==> src/verilog/swfg_pkg.sv <==
// shared constants and types of the square wave frequency generator
package swfg_pkg;

   // ==========================================================
   // clock and frequency scaling
   // ==========================================================
   localparam int CLK_HZ = 25_000_000;
   // command unit is 0.1 Hz, so ten units per hertz
   localparam int FREQ_UNITS_PER_HZ = 10;
   // half period in clocks = HALF_NUM / command value
   localparam int HALF_NUM = CLK_HZ * FREQ_UNITS_PER_HZ / 2;
   localparam int FREQ_W = 20;
   localparam int HALF_W = 27;
   localparam logic [FREQ_W-1:0] FREQ_MIN = 20'h00001;
   localparam logic [FREQ_W-1:0] FREQ_MAX = 20'hF4240;

   // ==========================================================
   // register map
   // ==========================================================
   localparam int APB_AW = 8;
   localparam logic [APB_AW-1:0] ADDR_CTRL = 8'h00;
   localparam logic [APB_AW-1:0] ADDR_FREQ = 8'h04;
   localparam logic [APB_AW-1:0] ADDR_STATUS = 8'h08;
   localparam int CTRL_W = 8;
   localparam int CTRL_GEN_EN = 0;
   localparam int CTRL_EXT_AUTH = 1;
   localparam int CTRL_SYNC_AUTH = 2;
   localparam int CTRL_RESYNC = 3;
   localparam int CTRL_EDGE_LO = 4;
   localparam int CTRL_EN_PIN_CFG = 6;
   localparam int CTRL_SYNC_CFG = 7;
   localparam int ST_AT_FREQ = 0;
   localparam int ST_BUSY = 1;
   localparam int ST_FAULT = 2;
   localparam int ST_CODE_LO = 4;
   localparam int ST_LEVEL = 6;
   localparam int ST_RUN = 7;
   localparam logic [CTRL_W-1:0] CTRL_RST = 8'h00;
   localparam logic [FREQ_W-1:0] FREQ_RST = 20'h00000;

   // ==========================================================
   // enumerations
   // ==========================================================
   typedef enum logic [1:0] {
      EDGE_RISE = 2'b00,
      EDGE_FALL = 2'b01,
      EDGE_BOTH = 2'b10,
      EDGE_BAD = 2'b11
   } swfg_edge_type;

   typedef enum logic [1:0] {
      FAULT_NONE = 2'b00,
      FAULT_BAD_EDGE = 2'b01
   } swfg_fault_code_type;

   typedef enum logic {
      DIV_IDLE = 1'b0,
      DIV_RUN = 1'b1
   } swfg_div_state_type;

endpackage : swfg_pkg

==> src/verilog/swfg_square_wave_gen.sv <==
// square wave generator with APB registers, sync and enable pins
//
// Overview of operation
// - output frequency equals command in 0.1 Hz units, valid range 1 to 1,000,000
// - generator runs only while the enable command bit is set
// - with authorization and a configured pin, the enable pin must also be high
// - authorized sync on a configured pin restarts the period timer
// - a rising edge of the resync bit restarts the period timer
// - at-frequency is true only while the wave is really produced at command
// - at-frequency false when unreachable, disabled or enable pin gating fails
// - busy rises when enabled and a frequency change is in progress
// - busy clears on at-frequency, on fault, or when enable drops
// - fault flag shows a detected fault, fault code tells its type
// - unreachable frequency lowers at-frequency without raising fault
// - wave, at-frequency, busy, fault and fault code outputs are forced low while the controller is halted
// - accepted sync edge aborts the running cycle and starts a new one
// - sync edge selectable rising, falling or both, rising after reset
//
// Decided for this implementation: register access over APB and the address map.
`timescale 1ns/1ps
module swfg_square_wave_gen #(
   parameter int FREQ_W = swfg_pkg::FREQ_W,
   parameter int HALF_W = swfg_pkg::HALF_W
) (
   input wire logic clk,
   input wire logic reset_n,
   input wire logic [swfg_pkg::APB_AW-1:0] paddr,
   input wire logic psel,
   input wire logic penable,
   input wire logic pwrite,
   input wire logic [31:0] pwdata,
   output logic [31:0] prdata,
   output logic pready,
   output logic pslverr,
   input wire logic halted_state,
   input wire logic ext_enable_pin,
   input wire logic sync_pin,
   output logic square_out,
   output logic at_target_freq,
   output logic busy,
   output logic fault,
   output swfg_pkg::swfg_fault_code_type fault_code
);
   import swfg_pkg::*;

   generate
      if (FREQ_W != swfg_pkg::FREQ_W || HALF_W < swfg_pkg::HALF_W) begin : g_bad
         $error("swfg_square_wave_gen: widths cannot serve the command range");
      end
   endgenerate

   // ==========================================================
   // declarations
   // ==========================================================
   logic [CTRL_W-1:0] ctrl_r;
   logic [FREQ_W-1:0] freq_r;
   logic [31:0] prdata_r;
   logic [HALF_W-1:0] half_r;
   logic half_valid_r;
   logic [HALF_W-1:0] cnt_r;
   logic square_r;
   logic at_freq_r;
   logic busy_r;
   logic fault_r;
   swfg_fault_code_type code_r;
   logic sync_d_r;
   logic resync_d_r;

   logic setup;
   logic access;
   logic hit_ctrl;
   logic hit_freq;
   logic hit_status;
   logic wr_ctrl;
   logic wr_freq;
   logic wdata_ok;
   logic freq_ok;
   logic start_div;
   logic div_busy;
   logic div_done;
   logic [HALF_W-1:0] div_q;
   swfg_edge_type edge_sel;
   logic edge_bad;
   logic sync_rise;
   logic sync_fall;
   logic sync_edge;
   logic sync_hit;
   logic resync_rise;
   logic pin_gate;
   logic run;
   logic run_ok;
   logic restart;
   logic wrap;
   logic at_freq_nxt;
   logic busy_nxt;
   logic fault_nxt;
   logic [31:0] status_word;

   // ==========================================================
   // APB slave
   // ==========================================================
   // zero wait states: every access completes in its first access cycle
   assign setup = psel & ~penable;
   assign access = psel & penable;
   assign hit_ctrl = (paddr == ADDR_CTRL);
   assign hit_freq = (paddr == ADDR_FREQ);
   assign hit_status = (paddr == ADDR_STATUS);
   assign pready = 1'b1;
   assign pslverr = access & ~(hit_ctrl | hit_freq | hit_status);
   assign wr_ctrl = access & pwrite & hit_ctrl;
   assign wr_freq = access & pwrite & hit_freq;
   assign prdata = prdata_r;

   always_ff @(posedge clk or negedge reset_n) begin
      if (!reset_n) begin
         ctrl_r <= CTRL_RST;
      end else if (wr_ctrl) begin
         ctrl_r <= pwdata[CTRL_W-1:0];
      end
   end

   always_ff @(posedge clk or negedge reset_n) begin
      if (!reset_n) begin
         freq_r <= FREQ_RST;
      end else if (wr_freq) begin
         freq_r <= pwdata[FREQ_W-1:0];
      end
   end

   always_comb begin
      status_word = '0;
      status_word[ST_AT_FREQ] = at_freq_r;
      status_word[ST_BUSY] = busy_r;
      status_word[ST_FAULT] = fault_r;
      status_word[ST_CODE_LO +: 2] = code_r;
      status_word[ST_LEVEL] = square_r;
      status_word[ST_RUN] = run_ok;
   end

   // read data is captured in the setup cycle and held through access
   always_ff @(posedge clk or negedge reset_n) begin
      if (!reset_n) begin
         prdata_r <= 32'h00000000;
      end else if (setup & ~pwrite) begin
         if (hit_ctrl) begin
            prdata_r <= {{(32 - CTRL_W){1'b0}}, ctrl_r};
         end else if (hit_freq) begin
            prdata_r <= {{(32 - FREQ_W){1'b0}}, freq_r};
         end else if (hit_status) begin
            prdata_r <= status_word;
         end else begin
            prdata_r <= 32'h00000000;
         end
      end
   end

   // ==========================================================
   // frequency to half period
   // ==========================================================
   assign wdata_ok = (pwdata[FREQ_W-1:0] >= FREQ_MIN) && (pwdata[FREQ_W-1:0] <= FREQ_MAX)
      && (pwdata[31:FREQ_W] == '0);
   assign freq_ok = (freq_r >= FREQ_MIN) && (freq_r <= FREQ_MAX);
   // out-of-range values never start a division, so the wave stops
   assign start_div = wr_freq & wdata_ok;

   swfg_divider #(
      .DW(FREQ_W),
      .QW(HALF_W),
      .NUM(HALF_NUM)
   ) u_div (
      .clk(clk),
      .reset_n(reset_n),
      .start(start_div),
      .divisor(pwdata[FREQ_W-1:0]),
      .busy(div_busy),
      .done(div_done),
      .quotient(div_q)
   );

   // a new command invalidates the old period until the divider is done
   always_ff @(posedge clk or negedge reset_n) begin
      if (!reset_n) begin
         half_r <= '0;
         half_valid_r <= 1'b0;
      end else if (wr_freq) begin
         half_valid_r <= 1'b0;
      end else if (div_done && freq_ok) begin
         // a division left running under an out-of-range command must not revive the old period
         half_r <= div_q;
         half_valid_r <= 1'b1;
      end
   end

   // ==========================================================
   // enable, sync and resync
   // ==========================================================
   assign edge_sel = swfg_edge_type'(ctrl_r[CTRL_EDGE_LO +: 2]);
   assign edge_bad = (edge_sel == EDGE_BAD);
   assign sync_rise = sync_pin & ~sync_d_r;
   assign sync_fall = ~sync_pin & sync_d_r;

   always_comb begin
      unique case (edge_sel)
         EDGE_RISE: sync_edge = sync_rise;
         EDGE_FALL: sync_edge = sync_fall;
         EDGE_BOTH: sync_edge = sync_rise | sync_fall;
         EDGE_BAD: sync_edge = 1'b0;
      endcase
   end

   assign sync_hit = ctrl_r[CTRL_SYNC_AUTH] & ctrl_r[CTRL_SYNC_CFG] & sync_edge;
   // software must write the bit low again before the next restart
   assign resync_rise = ctrl_r[CTRL_RESYNC] & ~resync_d_r;

   always_ff @(posedge clk or negedge reset_n) begin
      if (!reset_n) begin
         sync_d_r <= 1'b0;
         resync_d_r <= 1'b0;
      end else begin
         sync_d_r <= sync_pin;
         resync_d_r <= ctrl_r[CTRL_RESYNC];
      end
   end

   // an enable pin that is configured needs authorization and a high level
   assign pin_gate = ~ctrl_r[CTRL_EN_PIN_CFG] | (ctrl_r[CTRL_EXT_AUTH] & ext_enable_pin);
   assign run = ctrl_r[CTRL_GEN_EN] & pin_gate & ~halted_state & ~edge_bad;
   assign run_ok = run & half_valid_r & freq_ok;
   assign restart = sync_hit | resync_rise;

   // ==========================================================
   // period timer and output wave
   // ==========================================================
   // >= rather than == so a shorter new period cannot overrun the counter
   assign wrap = (cnt_r >= half_r - HALF_W'(1));

   always_ff @(posedge clk or negedge reset_n) begin
      if (!reset_n) begin
         cnt_r <= '0;
         square_r <= 1'b0;
      end else if (!run_ok) begin
         cnt_r <= '0;
         square_r <= 1'b0;
      end else if (restart) begin
         cnt_r <= '0;
         square_r <= 1'b1;
      end else if (wrap) begin
         cnt_r <= '0;
         square_r <= ~square_r;
      end else begin
         cnt_r <= cnt_r + HALF_W'(1);
      end
   end

   // ==========================================================
   // status flags
   // ==========================================================
   assign fault_nxt = edge_bad & ~halted_state;
   // the cycle that writes a new command is already off target, so busy can rise at once
   assign at_freq_nxt = run_ok & ~div_busy & ~wr_freq;

   always_comb begin
      busy_nxt = busy_r;
      if (halted_state || !ctrl_r[CTRL_GEN_EN]) begin
         busy_nxt = 1'b0;
      end else if (at_freq_nxt || fault_nxt) begin
         busy_nxt = 1'b0;
      end else if (start_div || div_busy) begin
         busy_nxt = 1'b1;
      end
   end

   always_ff @(posedge clk or negedge reset_n) begin
      if (!reset_n) begin
         at_freq_r <= 1'b0;
         busy_r <= 1'b0;
         fault_r <= 1'b0;
         code_r <= FAULT_NONE;
      end else begin
         at_freq_r <= at_freq_nxt;
         busy_r <= busy_nxt;
         fault_r <= fault_nxt;
         code_r <= fault_nxt ? FAULT_BAD_EDGE : FAULT_NONE;
      end
   end

   assign square_out = square_r;
   assign at_target_freq = at_freq_r;
   assign busy = busy_r;
   assign fault = fault_r;
   assign fault_code = code_r;
endmodule : swfg_square_wave_gen

==> src/verilog/swfg_divider.sv <==
// serial divider that turns a command frequency into a half period count
`timescale 1ns/1ps
module swfg_divider #(
   parameter int DW = 20,
   parameter int QW = 27,
   parameter longint NUM = 125_000_000
) (
   input wire logic clk,
   input wire logic reset_n,
   input wire logic start,
   input wire logic [DW-1:0] divisor,
   output logic busy,
   output logic done,
   output logic [QW-1:0] quotient
);
   import swfg_pkg::*;

   localparam int CW = $clog2(QW + 1);

   generate
      if (DW < 1 || QW < 2 || NUM >= (64'h1 << QW)) begin : g_bad
         $error("swfg_divider: widths cannot hold the quotient");
      end
   endgenerate

   swfg_div_state_type state_r;
   logic [CW-1:0] cnt_r;
   logic [DW-1:0] rem_r;
   logic [DW-1:0] dvs_r;
   logic [QW-1:0] num_r;
   logic done_r;
   logic [DW:0] trial;
   logic [DW:0] diff;
   logic ge;

   // one quotient bit per clock, restoring form
   assign trial = {rem_r, num_r[QW-1]};
   assign ge = trial >= {1'b0, dvs_r};
   assign diff = trial - {1'b0, dvs_r};

   always_ff @(posedge clk or negedge reset_n) begin
      if (!reset_n) begin
         state_r <= DIV_IDLE;
         cnt_r <= '0;
         rem_r <= '0;
         dvs_r <= '0;
         num_r <= '0;
         done_r <= 1'b0;
      end else begin
         done_r <= 1'b0;
         if (start) begin
            state_r <= DIV_RUN;
            cnt_r <= '0;
            rem_r <= '0;
            dvs_r <= divisor;
            num_r <= NUM[QW-1:0];
         end else begin
            unique case (state_r)
               DIV_IDLE: begin
               end
               DIV_RUN: begin
                  rem_r <= ge ? diff[DW-1:0] : trial[DW-1:0];
                  num_r <= {num_r[QW-2:0], ge};
                  cnt_r <= cnt_r + CW'(1);
                  if (cnt_r == CW'(QW - 1)) begin
                     state_r <= DIV_IDLE;
                     done_r <= 1'b1;
                  end
               end
            endcase
         end
      end
   end

   assign busy = (state_r == DIV_RUN);
   assign done = done_r;
   assign quotient = num_r;

endmodule : swfg_divider

==> config.mk <==
export PLATFORM = sky130hd
export DESIGN_NAME = swfg_square_wave_gen
export DESIGN_NICKNAME = d
export VERILOG_FILES = /design/src/verilog/swfg_pkg.sv /design/src/verilog/swfg_square_wave_gen.sv /design/src/verilog/swfg_divider.sv
export SDC_FILE = /design/constraint.sdc
export NUM_CORES = 1
export LEC_CHECK = 0
export ABC_AREA = 1
export BUFFER_PORTS_ARGS = -buffer_cell sky130_fd_sc_hd__buf_2
export CORE_ASPECT_RATIO = 0.7
export CORE_MARGIN = 3
export CORE_UTILIZATION = 50
export CTS_CLUSTER_DIAMETER = 150
export DETAILED_ROUTE_END_ITERATION = 10
export HOLD_SLACK_MARGIN = 0.06
export PLACE_DENSITY = 0.78
export SLEW_MARGIN = 20
export SYNTH_ARGS = -nofsm -noshare
export SYNTH_HDL_FRONTEND = slang
export SYNTH_SLANG_ARGS = --single-unit
==> constraint.sdc <==
create_clock -name clk -period 3.2 [get_ports clk]
set_input_delay 0.16 -clock clk [delete_from_list [all_inputs] [get_ports clk]]
set_output_delay 0.16 -clock clk [all_outputs]
set_load 0.05 [all_outputs]
==> out/metrics.csv <==
metric,value,unit
largest_stage_delay_worst_path,0.39,ns
final_core_utilization,0.599,
cell_internal_pwr,0.00515,W
placement_row_count,44,
detailedPlacementHpwl,20000,um
start_kind,flip-flop,
synthFlopType,dfrtp_1,
die_x,183,um
main_area_contributors_after_synthesis,"dfrtp_1 (42%), nand2_1 (14%), inv_1 (7.7%)",
cp_slowest_cell,dfrtp_1,
vias_per_cell,5.23,
synth-edff-count,0,
worstPathArrival,3.47,ns
pin_count_of_the_biggest_net_entering_global_routing,95,
detail_route.wl_per_cell,14.8,um
vias,9749,
clk_transition_reported_paths,0.07,ns
finalNetCount,1678,
clock-root-buffer,clkbuf_16,
fmax,0.322,GHz
drt_iter0_markers,915,
port_buffers,73,
final_max_slew_viol_count,0,
synth_largest_type_area_fraction,0.418,
irDropWorstVdd,0.504,mV
cp_cell_sequence,"inv_2, ha_4, nand4_1, nor2_2, nand4_1, nor2_2, nand2_1, xor2_1, ha_1, a21oi_1, o21ai_0, nor2_2, nand3_2, nor2_4, nand2_4, clkbuf_16, nor2_1",
chipHeight,130,um
synth_cell_type_count,42,
layout_cells_sized_above_1,0.127,
syn_avg_cell_area,7.48,um^2
power.leakage,6.50,nW
yosysSeqAreaShare,0.418,
grt_pass1_wl,45300,um
length_of_the_first_detailed_routing_pass_in_iterations,5,
hold_violations,0,
number_of_global_route_vias_before_repair,9041,
finalSetupViolCount,0,
synthesis.instances,1466,
numCtsBuffers,17,
grtUsageTotal,0.237,
maximum_fanout_along_the_worst_path,6,
setup_slack,0.0948,ns
clk_latency_worst_skew_pair,0.44,ns
syn_area,11000,um^2
final_antenna_net_count,0,
ioPinCount,88,
grt_setup_unrepaired,true,
ctsLongestPathBuffers,2,
synth_largest_area_cell,dfrtp_1,
antenna-diode-count,0,
design.core.area,21100,um^2
area_delta_synth_final,15.6,%
tritoncts,done,
footprint_of_the_multi_input_gates,5350,um^2
ctsHtreeMaxLevel,4,
layout_commonest_cell,nand2_1,
fin_crit,3.11,ns
asyncSetResetFlopFracSynth,1.00,
slew-limit-headroom,0.439,
detailed_route_wl,27600,um
p_per_area,670,nW/um^2
area.sequential,4580,um^2
highest_count_cells_in_the_layout_ignoring_fill_and_taps,"nand2_1 (393), inv_1 (222), dfrtp_1 (182)",
crit_required,3.56,ns
netSwitchingPower,0.00334,W
cp.buffers_inverters,2,
crit_path_frequent_cell,nor2_2,
hp-class,primary input to flip-flop,
power.share.sequential,0.366,
effective_utilization_at_floorplan,0.519,
synth-seq-cells,183,
worst_path_dominant_cell_family,simple AND/OR/NAND/NOR gates,
cts.sinks,183,
timing_worst_setup_path_type,flip-flop to flip-flop,
remaining_drc_errors,0,
n_fill_cell,1924,
final_min_period_over_clock_period,0.970,
share_clk_of_total_power,0.259,
synth-warning-count,0,
floorplan.die_area,23800,um^2
power.combinational.fraction,0.375,
gp_routability_congestion,0.939,
netSwitchingFraction,0.393,
initial_antenna_violation_count,0,
max_cap_viol_count,0,
place_ws,-0.204,ns
status,"finished, final reports clean",
timing_worst_slew_pin_value,0.840,ns
finClkSkew,0.0112,ns
critical_path.endpoint_type,flip-flop,
grt_overflow_total,0,
-- kinds of logic (layout without fill, tap and decap cells) --
kind of cell    after synthesis  count (layout)  synth area share
fa+ha+maj                    54              54            0.0623
buf+inv                     282             393             0.109
other cells                   2              14          0.000685
simple gates                696             696             0.271
xor+xnor                     58              58            0.0463
flops                       183             183             0.418
compound gates              191             191            0.0930
-- worst paths after layout --
check,from,endpoint,slack [ns],cells past startpoint
min reg2reg,ctrl_r[3],resync_d_r,0.44,0
max reg2reg,half_r[0],cnt_r[19],0.09,17
max in group asynchronous,reset_n,cnt_r[21],1.97,3
min in group asynchronous,reset_n,prdata[2],0.35,2
max,half_r[0],cnt_r[19],0.09,17
min,pwdata[9],u_div.dvs_r[9],0.11,3
-- cell type report --
type,count,area share
timing repair buffer,128,0.0717
multi-input combinational,1013,0.422
inverter,233,0.0692
tap,276,0.0273
clock inverter,15,0.0147
sequential,183,0.362
clock buffer,17,0.0336
-- routing by layer --
metal	GRT usage	routed length, um	vias to the layer above
li1	-	-	4831
met3	0.0460	2020	37
met5	0	0	-
met1	0.355	13300	4564
met4	0.0627	402	0
met2	0.352	11800	317
-- sequential cells by signal (all words and copies together), names as in the netlist, 5 cells and up --
| signal | count |
|---|---|
| u_div.rem_r | 20 |
| freq_r | 20 |
| ctrl_r | 8 |
| u_div.quotient | 27 |
| u_div.dvs_r | 20 |
| prdata | 20 |
| half_r | 27 |
| u_div.cnt_r | 5 |
| cnt_r | 27 |
-- per-stage QoR --
step | hold slack [ns] | TNS [ns] | area (um^2) | power [W] | std cells
detailed placement | 0.295 | -3.56 | 11600 | 0.00613 | 1794
finish | 0.109 | 0 | 12700 | 0.00849 | 1865
floorplan | -0.136 | 0 | 11000 | 0.00539 | 1478
CTS | 0.0736 | 0 | 12400 | 0.00837 | 1851
global route | 0.103 | -1.88 | 12700 | 0.00914 | 1865
global placement | 0.282 | -0.00260 | 11600 | 0.00604 | 1794
-- cell usage after synthesis (all sizes together), types with 2 or more instances --
library cell  number
nand2            403
inv              233
dfrtp            183
nor2             153
o21ai            129
nand3             74
ha                53
a21oi             37
buf               37
xor2              37
nand4             25
nor3              24
xnor2             21
o22ai             13
clkbuf            12
nand3b             7
nor4               7
o31ai              5
o21a               4
and2               3
conb               2
o221ai             2
-- tightest hold or removal path: stages --
cell and delay, ns:
buf_2 0.13, inv_1 0.13, o21ai_1 0.09
-- power groups by stage --
stage / sequential (W) / clock [W] / combinational (W)
floorplan: 0.00306 / 0 / 0.00234
global placement: 0.00310 / 0 / 0.00294
detailed placement: 0.00312 / 0 / 0.00301
CTS: 0.00308 / 0.00223 / 0.00306
global route: 0.00316 / 0.00233 / 0.00365
finish: 0.00311 / 0.00220 / 0.00318
-- repair_timing --
item / 4_1_cts / 5_1_grt
buffers inserted: 3 / 12
hold buffers: 22 / 0
endpoints found under the setup margin: 27 / 28
resized for setup: 3 / 32
gates cloned: 0 / 2
endpoints found under the hold margin: 131 / 0
pin swaps: 3 / 9
Power figures use the tool's default switching activity.
